### src/include/sbcie_pkg.sv
// constants and types for the interrupt enable and flag block
package sbcie_pkg;
  // --------------------------------------------------------------------------
  // frame layout
  // --------------------------------------------------------------------------
  localparam int         FRAME_W         = 16;
  localparam int         PAYLOAD_W       = 12;
  localparam int         ADDR_HI         = 15;
  localparam int         ADDR_LO         = 14;
  localparam int         RRS_BIT         = 13;
  localparam int         NOWRITE_BIT     = 12;
  localparam int         HDR_LO          = 12;
  localparam logic [1:0] ADDR_IRQ_ENABLE = 2'h1;
  localparam int         CLK_COUNT_W     = 6;
  localparam logic [5:0] CLK_COUNT_OK    = 6'h10;
  // --------------------------------------------------------------------------
  // enable and flag bit positions (same positions in both registers)
  // --------------------------------------------------------------------------
  localparam int BIT_WDT_TIMEOUT = 11;
  localparam int BIT_OVERTEMP    = 10;
  localparam int BIT_GND_OFFSET  = 9;
  localparam int BIT_CLK_COUNT   = 8;
  localparam int BIT_RESERVED    = 7;
  localparam int BIT_SUPPLY      = 6;
  localparam int BIT_CAN_FAULT   = 5;
  localparam int BIT_LIN_FAULT   = 4;
  localparam int BIT_LOCAL_WAKE  = 3;
  localparam int BIT_WDT_RESTART = 2;
  localparam int BIT_CAN_WAKE    = 1;
  localparam int BIT_LIN_WAKE    = 0;
  localparam logic [11:0] ENABLE_RESET = 12'h000;
  localparam logic [11:0] ENABLE_MASK  = 12'hf7f;
  localparam logic [11:0] FLAGS_RESET  = 12'h000;
  // --------------------------------------------------------------------------
  // timing
  // --------------------------------------------------------------------------
  localparam int SYS_CLK_PERIOD_NS   = 100;
  localparam int IRQ_RELEASE_TIME_NS = 1000;
  localparam int IRQ_RELEASE_CYCLES  = (IRQ_RELEASE_TIME_NS + SYS_CLK_PERIOD_NS - 1) / SYS_CLK_PERIOD_NS < 1 ? 1 :
                                       (IRQ_RELEASE_TIME_NS + SYS_CLK_PERIOD_NS - 1) / SYS_CLK_PERIOD_NS;
  // --------------------------------------------------------------------------
  // types
  // --------------------------------------------------------------------------
  typedef enum logic [5:0] {
    MODE_STARTUP = 6'h01, MODE_RESTART = 6'h02, MODE_NORMAL = 6'h04,
    MODE_FLASH   = 6'h08, MODE_STANDBY = 6'h10, MODE_SLEEP  = 6'h20
  } sbcie_mode_t;
  typedef enum logic [2:0] {GATE_IDLE = 3'h1, GATE_LOW = 3'h2, GATE_HOLD = 3'h4} sbcie_gate_t;
  typedef struct packed {
    logic       temp;
    logic       ground;
    logic [3:0] can;
    logic [1:0] lin;
    logic [2:0] supplyOk;
    logic       wake;
  } sbcie_status_t;
  localparam sbcie_status_t STATUS_RESET = '{temp: 1'b0, ground: 1'b0, can: 4'h0, lin: 2'h0,
                                             supplyOk: 3'h7, wake: 1'b1};
endpackage : sbcie_pkg

### src/include/sbcie_gate_if.sv
// link between flag logic and interrupt pin gate
`timescale 1ns/100ps
interface sbcie_gate_if;
  logic criticalPend;
  logic normalPend;
  logic flagRead;
  logic periodTick;
  logic normalMode;
  logic irqAsserted;
  modport ctrl (output criticalPend, output normalPend, output flagRead, output periodTick,
                output normalMode, input irqAsserted);
  modport gate (input criticalPend, input normalPend, input flagRead, input periodTick,
                input normalMode, output irqAsserted);
endinterface : sbcie_gate_if

### src/hw/sbcie_irq_enable_flags.sv
// interrupt enable register, interrupt flag register and interrupt pin control
// Behaviour
// - frame address bits 15..14 equal 01 select the interrupt enable register
// - readback select 1 returns flags, 0 returns enable feedback
// - no-write flag 1 only reads; 0 also writes payload into enable register
// - standby watchdog overflow: interrupt if enabled, reset request otherwise
// - watchdog timeout enable self-clears on every overflow; host re-arms it
// - temperature warning change in either direction raises interrupt when enabled
// - ground offset crossing in either direction raises interrupt when enabled
// - frames without 16 clocks ignored; if enabled, reset in start-up/restart, flagged otherwise
// - any regulator ok bit clearing raises interrupt when enabled
// - any CAN fault status change raises interrupt when enabled
// - any LIN fault status change raises interrupt when enabled
// - wake falling edge: interrupt in normal/flash/standby if enabled, else standby reset
// - local wake works only while the global wake port enable is set
// - watchdog restart while watchdog off raises interrupt when enabled
// - CAN wake: interrupt in standby, or normal/flash unless active; else standby reset
// - LIN wake: interrupt in standby, or normal/flash unless active; else standby reset
// - flag register clears on every read of it and on every reset
// - events arriving during a flag read survive the clear
// - after a flag read the interrupt pin is released for a fixed time
// - slow interrupts reach the pin once per watchdog period in normal mode
// - clock count and battery failures reach the pin immediately except during the post-read release
`timescale 1ns/100ps
module sbcie_irq_enable_flags
  import sbcie_pkg::*;
#(
  parameter int RELEASE_CYCLES = IRQ_RELEASE_CYCLES
) (
  input  wire logic               sys_clk,         // system clock, 10 MHz
  input  wire logic               reset,           // synchronous reset, high
  input  wire logic               frameStrobe,     // one-cycle pulse: a frame ended
  input  wire logic [FRAME_W-1:0] frameWord,       // received frame word
  input  wire logic [CLK_COUNT_W-1:0] frameClkCount, // clock edges counted in the frame
  output logic      [FRAME_W-1:0] answerWord,      // returned register word
  output logic                    answerValid,     // one-cycle pulse: answer updated
  input  wire sbcie_mode_t        opMode,          // current operating mode
  input  wire logic               wdOverflow,      // watchdog overflow pulse
  input  wire logic               wdRestartOff,    // watchdog restart during watchdog off pulse
  input  wire logic               wdPeriodTick,    // start of watchdog period pulse
  input  wire logic               tempWarn,        // temperature above warning limit
  input  wire logic               groundShiftOut,  // ground offset beyond limit
  input  wire logic [3:0]         canFaultStatus,  // CAN failure diagnosis
  input  wire logic [1:0]         linFaultStatus,  // LIN failure diagnosis
  input  wire logic               mainRegulatorOk, // main regulator ok
  input  wire logic               busRegulatorOk,  // bus regulator ok
  input  wire logic               switchSupplyOk,  // switch supply ok
  input  wire logic               wakePin,         // local wake input level
  input  wire logic               wakePortEnable,  // global wake port enable
  input  wire logic               canWakeEvent,    // CAN bus wake event pulse
  input  wire logic               canActive,       // CAN already active
  input  wire logic               linWakeEvent,    // LIN bus wake event pulse
  input  wire logic               linActive,       // LIN already active
  input  wire logic               batteryFail,     // battery failure pulse
  output logic                    irqOutN,         // interrupt pin, low active
  output logic                    resetRequest     // one-cycle reset request
);
  sbcie_gate_if gif ();

  logic [PAYLOAD_W-1:0] enable_r, enable_nxt;
  logic [PAYLOAD_W-1:0] flags_r, flags_nxt;
  logic [FRAME_W-1:0]   answer_r, answer_nxt;
  logic                 answerValid_r, answerValid_nxt;
  logic                 resetReq_r, resetReq_nxt;
  logic                 batPend_r, batPend_nxt;
  logic                 primed_r, primed_nxt;
  sbcie_status_t        prev_r, prev_nxt, statNow;
  logic [PAYLOAD_W-1:0] evt;
  logic                 addrHit, countOk, accessOk, countFail;
  logic                 readbackSelect, noWriteFlag, flagRead;
  logic                 inStandby, inNormFlash, inStartRestart, wakeFall;

  // --------------------------------------------------------------------------
  // frame decode
  // --------------------------------------------------------------------------
  always_comb begin
    addrHit        = (frameWord[ADDR_HI:ADDR_LO] == ADDR_IRQ_ENABLE);
    countOk        = (frameClkCount == CLK_COUNT_OK);
    accessOk       = frameStrobe && countOk && addrHit;
    countFail      = frameStrobe && !countOk;
    readbackSelect = frameWord[RRS_BIT];
    noWriteFlag    = frameWord[NOWRITE_BIT];
    flagRead       = accessOk && readbackSelect;
    inStandby      = (opMode == MODE_STANDBY);
    inNormFlash    = (opMode == MODE_NORMAL) || (opMode == MODE_FLASH);
    inStartRestart = (opMode == MODE_STARTUP) || (opMode == MODE_RESTART);
  end

  // --------------------------------------------------------------------------
  // event detection
  // --------------------------------------------------------------------------
  // change detectors stay quiet until one clean sample after reset exists
  always_comb begin
    statNow = '{temp: tempWarn, ground: groundShiftOut, can: canFaultStatus, lin: linFaultStatus,
                supplyOk: {mainRegulatorOk, busRegulatorOk, switchSupplyOk}, wake: wakePin};
    prev_nxt     = statNow;
    primed_nxt   = 1'b1;
    evt          = '0;
    resetReq_nxt = 1'b0;
    wakeFall     = primed_r && prev_r.wake && !statNow.wake && wakePortEnable;
    if (wdOverflow && inStandby) begin
      if (enable_r[BIT_WDT_TIMEOUT]) begin
        evt[BIT_WDT_TIMEOUT] = 1'b1;
      end else begin
        resetReq_nxt = 1'b1;
      end
    end
    if (primed_r) begin
      evt[BIT_OVERTEMP]   = enable_r[BIT_OVERTEMP] && (statNow.temp != prev_r.temp);
      evt[BIT_GND_OFFSET] = enable_r[BIT_GND_OFFSET] && (statNow.ground != prev_r.ground);
      evt[BIT_SUPPLY]     = enable_r[BIT_SUPPLY] && |(prev_r.supplyOk & ~statNow.supplyOk);
      evt[BIT_CAN_FAULT]  = enable_r[BIT_CAN_FAULT] && (statNow.can != prev_r.can);
      evt[BIT_LIN_FAULT]  = enable_r[BIT_LIN_FAULT] && (statNow.lin != prev_r.lin);
    end
    if (countFail && enable_r[BIT_CLK_COUNT]) begin
      if (inStartRestart) begin
        resetReq_nxt = 1'b1;
      end else begin
        evt[BIT_CLK_COUNT] = 1'b1;
      end
    end
    if (wakeFall) begin
      if (enable_r[BIT_LOCAL_WAKE]) begin
        evt[BIT_LOCAL_WAKE] = inNormFlash || inStandby;
      end else if (inStandby) begin
        resetReq_nxt = 1'b1;
      end
    end
    evt[BIT_WDT_RESTART] = wdRestartOff && enable_r[BIT_WDT_RESTART];
    if (canWakeEvent) begin
      if (enable_r[BIT_CAN_WAKE]) begin
        evt[BIT_CAN_WAKE] = inStandby || (inNormFlash && !canActive);
      end else if (inStandby) begin
        resetReq_nxt = 1'b1;
      end
    end
    if (linWakeEvent) begin
      if (enable_r[BIT_LIN_WAKE]) begin
        evt[BIT_LIN_WAKE] = inStandby || (inNormFlash && !linActive);
      end else if (inStandby) begin
        resetReq_nxt = 1'b1;
      end
    end
  end

  // --------------------------------------------------------------------------
  // registers: enable, flags, answer
  // --------------------------------------------------------------------------
  always_comb begin
    enable_nxt = enable_r;
    if (accessOk && !noWriteFlag) begin
      // reserved bit is masked so a careless host cannot arm it
      enable_nxt = frameWord[PAYLOAD_W-1:0] & ENABLE_MASK;
    end
    // overflow wins over a write landing in the same cycle: fail-safe side
    if (wdOverflow) begin
      enable_nxt[BIT_WDT_TIMEOUT] = 1'b0;
    end
    flags_nxt   = (flagRead ? FLAGS_RESET : flags_r) | evt;
    batPend_nxt = (flagRead ? 1'b0 : batPend_r) | batteryFail;
    answer_nxt  = answer_r;
    if (accessOk) begin
      answer_nxt = {frameWord[FRAME_W-1:HDR_LO], readbackSelect ? flags_r : enable_r};
    end
    answerValid_nxt = accessOk;
  end

  always_ff @(posedge sys_clk) begin
    if (reset) begin
      enable_r      <= ENABLE_RESET;
      flags_r       <= FLAGS_RESET;
      batPend_r     <= 1'b0;
      answer_r      <= '0;
      answerValid_r <= 1'b0;
      resetReq_r    <= 1'b0;
      prev_r        <= STATUS_RESET;
      primed_r      <= 1'b0;
    end else begin
      enable_r      <= enable_nxt;
      flags_r       <= flags_nxt;
      batPend_r     <= batPend_nxt;
      answer_r      <= answer_nxt;
      answerValid_r <= answerValid_nxt;
      resetReq_r    <= resetReq_nxt;
      prev_r        <= prev_nxt;
      primed_r      <= primed_nxt;
    end
  end

  // --------------------------------------------------------------------------
  // pin gate
  // --------------------------------------------------------------------------
  assign gif.criticalPend = flags_r[BIT_CLK_COUNT] || batPend_r;
  assign gif.normalPend   = |(flags_r & ~(PAYLOAD_W'(1) << BIT_CLK_COUNT));
  assign gif.flagRead     = flagRead;
  assign gif.periodTick   = wdPeriodTick;
  assign gif.normalMode   = (opMode == MODE_NORMAL);

  sbcie_irq_gate #(
    .RELEASE_CYCLES (RELEASE_CYCLES)
  ) u_gate (
    .sys_clk (sys_clk),
    .reset   (reset),
    .gif     (gif.gate)
  );

  assign irqOutN      = !gif.irqAsserted;
  assign answerWord   = answer_r;
  assign answerValid  = answerValid_r;
  assign resetRequest = resetReq_r;
endmodule : sbcie_irq_enable_flags

### src/hw/sbcie_irq_gate.sv
// interrupt pin gate: rate limit and post-read release
`timescale 1ns/100ps
module sbcie_irq_gate
  import sbcie_pkg::*;
#(
  parameter int RELEASE_CYCLES = IRQ_RELEASE_CYCLES
) (
  input wire logic  sys_clk,  // system clock
  input wire logic  reset,    // synchronous reset, high
  sbcie_gate_if.gate gif      // pending and read info
);
  localparam int CNT_W = $clog2(RELEASE_CYCLES + 1);
  localparam logic [CNT_W-1:0] CNT_LOAD = CNT_W'(RELEASE_CYCLES - 1);

  sbcie_gate_t      state_r, state_nxt;
  logic [CNT_W-1:0] holdCnt_r, holdCnt_nxt;
  logic             token_r, token_nxt;
  logic             want;

  // --------------------------------------------------------------------------
  // next state
  // --------------------------------------------------------------------------
  always_comb begin
    state_nxt   = state_r;
    holdCnt_nxt = holdCnt_r;
    token_nxt   = token_r;
    // outside normal mode the slow group is not throttled
    want = gif.criticalPend || (gif.normalPend && (!gif.normalMode || token_r));
    case (state_r)
      GATE_IDLE: begin
        if (want) begin
          state_nxt = GATE_LOW;
          if (!gif.criticalPend && gif.normalMode) begin
            token_nxt = 1'b0;
          end
        end
      end
      GATE_LOW: begin
        if (gif.flagRead) begin
          state_nxt   = GATE_HOLD;
          holdCnt_nxt = CNT_LOAD;
        end else if (!(gif.criticalPend || gif.normalPend)) begin
          state_nxt = GATE_IDLE;
        end
      end
      GATE_HOLD: begin
        if (gif.flagRead) begin
          holdCnt_nxt = CNT_LOAD;
        end else if (holdCnt_r == '0) begin
          state_nxt = GATE_IDLE;
        end else begin
          holdCnt_nxt = holdCnt_r - CNT_W'(1);
        end
      end
      default: state_nxt = GATE_IDLE;
    endcase
    // a new period re-arms the token even if it was spent this cycle
    if (gif.periodTick) begin
      token_nxt = 1'b1;
    end
  end

  always_ff @(posedge sys_clk) begin
    if (reset) begin
      state_r   <= GATE_IDLE;
      holdCnt_r <= '0;
      token_r   <= 1'b1;
    end else begin
      state_r   <= state_nxt;
      holdCnt_r <= holdCnt_nxt;
      token_r   <= token_nxt;
    end
  end

  assign gif.irqAsserted = (state_r == GATE_LOW);
endmodule : sbcie_irq_gate

### config.mk
export PLATFORM = sky130hd
export DESIGN_NAME = sbcie_irq_enable_flags
export DESIGN_NICKNAME = d
export VERILOG_FILES = /design/src/include/sbcie_pkg.sv /design/src/include/sbcie_gate_if.sv /design/src/hw/sbcie_irq_enable_flags.sv /design/src/hw/sbcie_irq_gate.sv
export SDC_FILE = /design/constraint.sdc
export NUM_CORES = 1
export LEC_CHECK = 0
export BUFFER_PORTS_ARGS = -buffer_cell sky130_fd_sc_hd__buf_2
export CAP_MARGIN = 20
export CORE_MARGIN = 2
export CORE_UTILIZATION = 39
export CTS_BUF_LIST = sky130_fd_sc_hd__clkbuf_8
export DETAILED_ROUTE_END_ITERATION = 7
export PLACE_DENSITY_LB_ADDON = 0.2
export SYNTH_ARGS = -nofsm -noshare
export SYNTH_HDL_FRONTEND = slang
export SYNTH_SLANG_ARGS = --single-unit
### constraint.sdc
create_clock -name sys_clk -period 1.75 [get_ports sys_clk]
set_clock_uncertainty 0.2 [all_clocks]
set_input_delay 0.0875 -clock sys_clk [delete_from_list [all_inputs] [get_ports sys_clk]]
set_output_delay 0.0875 -clock sys_clk [all_outputs]
set_load 0.02 [all_outputs]
* Word-level counts from Yosys, hierarchy flattened
Cells that the tools add are included.
** Storage, ports and cells
- Flip-flop bits (word level) :: 63
- Bits of input ports :: 52
- Output and inout bits :: 19
- Word-level logic and storage cells :: 127
** Cells by class
- Add/subtract/negate cells :: 1
- Equality and inequality tests :: 20
- Muxes and demuxes :: 39
- Bitwise gates (word level) :: 4
- Reduce and logical (&&, ||, !) cells :: 46
** Operator list (count)
- $mux W1 :: 25
- $mux W12 :: 2
- $logic_and A1 B1 Y1 :: 20
- $mux W3 :: 6
- $eq A6 B5 Y1 const B :: 2
- $mux W4 :: 3
- $or A12 B12 Y12 :: 1
- $reduce_or A11 Y1 :: 1
- $logic_or A1 B1 Y1 :: 9
- $pmux W3 S3 :: 1
- $logic_not A1 Y1 :: 8
- $pmux W4 S2 :: 1
- $eq A6 B1 Y1 const B :: 1
- $eq A6 B2 Y1 const B :: 1
- $eq A6 B3 Y1 const B :: 1
- $eq A6 B4 Y1 const B :: 1
- $ne A2 B1 Y1 const B :: 3
- $ne A3 B3 Y1 const B :: 2
- $reduce_and A3 Y1 :: 2
- $logic_not A4 Y1 :: 1
- $ne A4 B4 Y1 :: 1
- $reduce_and A4 Y1 :: 1
- $reduce_or A2 Y1 :: 2
- $sub A4 B1 Y4 const B :: 1
- other kinds (13) :: 14

* Depth between registers and ports, before layout
- Depth after elaboration :: 14
- Gate-level depth with buffers :: 6
- Depth with buffers taken out :: 6

* Modules after synthesis
From an unflattened synthesis, not the netlist that was laid out.
** Second synthesis, totals
- Cells, all modules :: 274
- Area, all modules :: 2645.0 sq um
** Modules (own cells, without submodules)
- sbcie_irq_enable_flags :: times used 1, cells an instance 225, area each 2219.6 sq um, seq. area each 1061.0 sq um
- sbcie_irq_gate :: times used 1, cells an instance 49, area each 425.4 sq um, seq. area each 160.2 sq um

* Worst setup path after synthesis
Ideal clock, no wire load.
- Kind :: input-to-reg
- Start :: input frameClkCount[3]
- End :: register u_gate.state_r[0]
- Library setup time :: 0.124 ns
- Arrival time :: 1.580 ns
- Data required time :: 1.426 ns
- Path slack :: -0.154 ns
- Stages on the path :: 5
- Buffers on the path :: 2
- Path through :: or4b_4 or3_1 buf_2 buf_6 a2111o_1
** Between the ends
- Longest elaborated chain between the ends :: 6
- Elaborated cells between the ends (all ways) :: 9
- Those cells by class :: 3 x eq/ne; 2 x mux; 4 x reduce/logical
** Ends and longest elaborated chain
- start, declared :: line sbcie_irq_enable_flags.sv:34 : input wire logic [CLK_COUNT_W-1:0] frameClkCount,
- $eq A6 B5 Y1 (*) :: line sbcie_irq_enable_flags.sv:78 : countOk = (frameClkCount == CLK_COUNT_OK);
- $logic_and A1 B1 Y1 (*) (2 in a row) :: line sbcie_irq_enable_flags.sv:79 : accessOk = frameStrobe && countOk && addrHit;
- $logic_and A1 B1 Y1 (*) :: line sbcie_irq_enable_flags.sv:83 : flagRead = accessOk && readbackSelect;
- $ne A3 B3 Y1 (no line), or another cell as far along
- $reduce_and A4 Y1 (no line) or $pmux W3 S3 (tied branches)
- end signal, assigned :: line sbcie_irq_gate.sv:69 : state_r <= state_nxt;
- end, declared :: line sbcie_irq_gate.sv:15 : sbcie_gate_t state_r, state_nxt;
Mark *: on every way between the ends. The rest lies on a longest branch, timed or not.
A chain may end at the register's enable or synchronous reset.

* Final worst setup path
- Start :: input frameClkCount[3]
- End :: register answerValid_r, in the netlist answerValid
** Between the ends
- Longest elaborated chain between the ends :: 3
** Ends and longest elaborated chain
- $eq A6 B5 Y1 :: line sbcie_irq_enable_flags.sv:78
- $logic_and A1 B1 Y1 (2 in a row) :: line sbcie_irq_enable_flags.sv:79
- end signal, assigned :: line sbcie_irq_enable_flags.sv:183 : answerValid_r <= answerValid_nxt;
- end, declared :: line sbcie_irq_enable_flags.sv:63 : logic answerValid_r, answerValid_nxt;
Every way passes these cells.

==> impl_metrics.toml <==
[outcome]
status = "finished clean"

[setup_path]
criticalPathCategory = "in2reg"
slowest_delay_ns = 0.57
required_ns = 1.81
crit-reg2reg-launch = "u_gate.state_r[2]"
r2r_end = "u_gate.holdCnt_r[3]"
path_cells = "buf_2, or4b_4, or2_2, dlygate4sd3_1, nor3_1"
r2r_cells = 5
worstSetupEndpointType = "flip-flop"
reg2reg_slack_ns = 0.11
cp_top_family = "simple AND/OR/NAND/NOR gates"
worstPathMaxFanout = 4
critPathSlowestCell = "dlygate4sd3_1"
critPathBufInv = 2
critPathLaunchType = "input pin"
crit_arrival_ns = 1.79

[sta]
finalMaxSlewViolations = 0
setup_viol = 0
hold_viol = 0
min_period_over_period_pct = 99.3
fmax_mhz = 576
fin_crit_ns = 1.74
rsz0062_at_grt = "yes"

[pwr]
vdd_drop_max_uv = 451
p_per_area_mw_per_mm2 = 800
p_seq_share_pct = 48.1
p_total_uw = 2970
clock_power_share_pct = 42.5
swShare_pct = 21.7
p_int_uw = 2330
power_leakage_uw = 0.00150
combPwrFrac_pct = 9.3
p_sw_uw = 643

[clock_tree]
clkTransAtPathRegs_ns = 0.06
cts_num_sinks = 61
clk_latency_ns = 0.34
tritoncts = "yes"
post-cts-setup-buffer-count = 0
htreeDepth = 3
clock-root-buffer = "clkbuf_8"
numCtsBuffers = 9
clk_path_buf_depth = 2

[synthesis]
syn_nets = 330
yosys_warnings = 0
syn_avg_cell_area_um2 = 9.42
synthArstFlopShare_pct = 0
yosys-top-cells-area = "dfxtp_1 (47%), mux2i_1 (8.9%), nor2_1 (5.5%)"
ys_types = 46
yosysTopAreaCell = "dfxtp_1"
netlist.area_leader.share_pct = 47.0
synth_seq_area_share_pct = 47.0
synth_common_cells = "dfxtp_1 (61), nor2_1 (38), mux2i_1 (23)"
synth_area_mm2 = 0.00260
synth_seq_cells = 61
yosys_most_used_dff = "dfxtp_1"
synth_edf_count = 0
synth_most_common_cell = "dfxtp_1"
postSynthCellCount = 276

[finish]
finalNonFillerCells = 472
design_area_mm2 = 0.00371
drive_above_1_share_pct = 27.8
syn_to_final_growth_pct = 42.9
n_antenna_cell = 0
nets = 446

[placed_design]
gp_congestion = 0.778
placed_cells = 420
port_buffers = 68
hpwl_um = 4220
post_dp_cell_area_mm2 = 0.00310

[detailed_routing]
routed_wl_um = 6330
drt_first_pass_iters = 5
drt-initial-drc-count = 162
vias = 2354
viasPerCell = 4.99
final_antenna_net_count = 0
drc = 0
wire_per_inst_um = 13.4

[floorplanning]
ios = 71
die_x_um = 85.6
rows = 29
dieArea_mm2 = 0.00733
core_area_mm2 = 0.00639
die_h_um = 85.6
floorplan.initialDensity_pct = 40.7

[global_routing]
grt_max_degree = 45
grt_pass1_wl_um = 10300
antenna_found_initial = 0
track_usage_pct = 18.1
first_global_vias = 2153
grt-ovfl-total = 0

[job]
drv_cap = 0

[worst_hold_path]
min_path_type = "in2reg"
hold_end = "u_gate.token_r"
whs_path_depth = 5
min_from = "opMode[5]"
[worst reg2reg max path, stage by stage (launching register included)]
cell and delay, ns:
dfxtp_1 0.36, nor3b_1 0.34, buf_4 0.21, nor2_1 0.04
a41o_1 0.21, a211oi_2 0.19
[power groups by stage]
stage | registers [µW] | clock network [µW] | logic, µW
floorplan | 1460 | 0 | 116
global placement | 1460 | 0 | 215
detailed placement | 1460 | 0 | 215
CTS | 1430 | 1290 | 275
global route | 1430 | 1370 | 307
finish | 1430 | 1260 | 278
[routing by layer]
layer / track usage (%) / up-vias / share of wire (%)
li1: - / 1219 / -
met1: 24.4 / 1078 / 49
met2: 27.1 / 51 / 45
met3: 5.97 / 6 / 5.4
met4: 6.49 / 0 / 1.2
met5: 0 / - / 0
[placed cells by master, fill, tap and decap left out, types with 10 or more instances in the layout]
cell type,n
a211oi_1,12
buf_2,67
buf_4,11
clkbuf_8,12
dfxtp_1,60
dlygate4sd3_1,38
inv_1,10
mux2i_1,23
nand2_1,11
nor2_1,38
[flip-flops by register name, indices dropped and copies added, names as in the netlist]
register          flops
flags_r              11
prev_r               12
u_gate.holdCnt_r      4
batPend_r             1
enable_r             11
answerValid           1
primed_r              1
resetRequest          1
answerWord           15
u_gate.token_r        1
u_gate.state_r        3
[cells by family after synthesis]
group           Yosys count  share of synthesized area, %
compound gates           47                          13.2
flops                    61                          47.0
other cells               1                         0.144
mux                      23                          8.86
xor+xnor                 11                          3.71
buf+inv                  24                          4.14
simple gates            107                          22.0
fa+ha+maj                 2                         0.963
[through the flow]
step | hold WS (ns) | worst slack (ns) | util (%) | setup TNS (ns)
after floorplan | -0.0332 | -0.118 | - | -0.733
after global placement | 0.0700 | -0.203 | 48.5 | -3.38
after detailed placement | 0.0649 | -0.217 | 48.5 | -4.35
after CTS | 0.00144 | 0.00959 | 57.6 | 0
after global routing | 0.0600 | -0.0206 | 58.2 | -0.0245
final | 0.0255 | 0.0131 | 58.2 | 0
[cell type report]
| cell class | instances | area, µm² |
|---|---|---|
| fillers | 566 | 2670 |
| multi-input cells | 191 | 1290 |
| well taps | 77 | 96.3 |
| repair buffers | 120 | 870 |
| flip-flops and latches | 61 | 1220 |
| inverters | 9 | 33.8 |
| clock buffers | 12 | 165 |
| clock inverters | 2 | 33.8 |
[how the worst max path moves through the flow]
stage | start | end | cells past startpoint
2_1_floorplan | frameClkCount[3] | u_gate.state_r[0] | 5
3_3_place_gp | frameClkCount[3] | u_gate.state_r[0] | 5
3_5_place_dp | frameClkCount[3] | u_gate.state_r[0] | 5
4_1_cts | frameStrobe | u_gate.state_r[0] | 6
5_1_grt | frameStrobe | u_gate.holdCnt_r[3] | 7
6_report | frameClkCount[3] | answerValid | 5
[repair_timing]
| item | CTS | global route |
|---|---|---|
| hold buffers | 38 | 0 |
| resized for setup | 0 | 10 |
| endpoints found under the setup margin | 0 | 13 |
| endpoints found under the hold margin | 40 | 0 |
No activity file was read; power rests on OpenSTA's default activity.
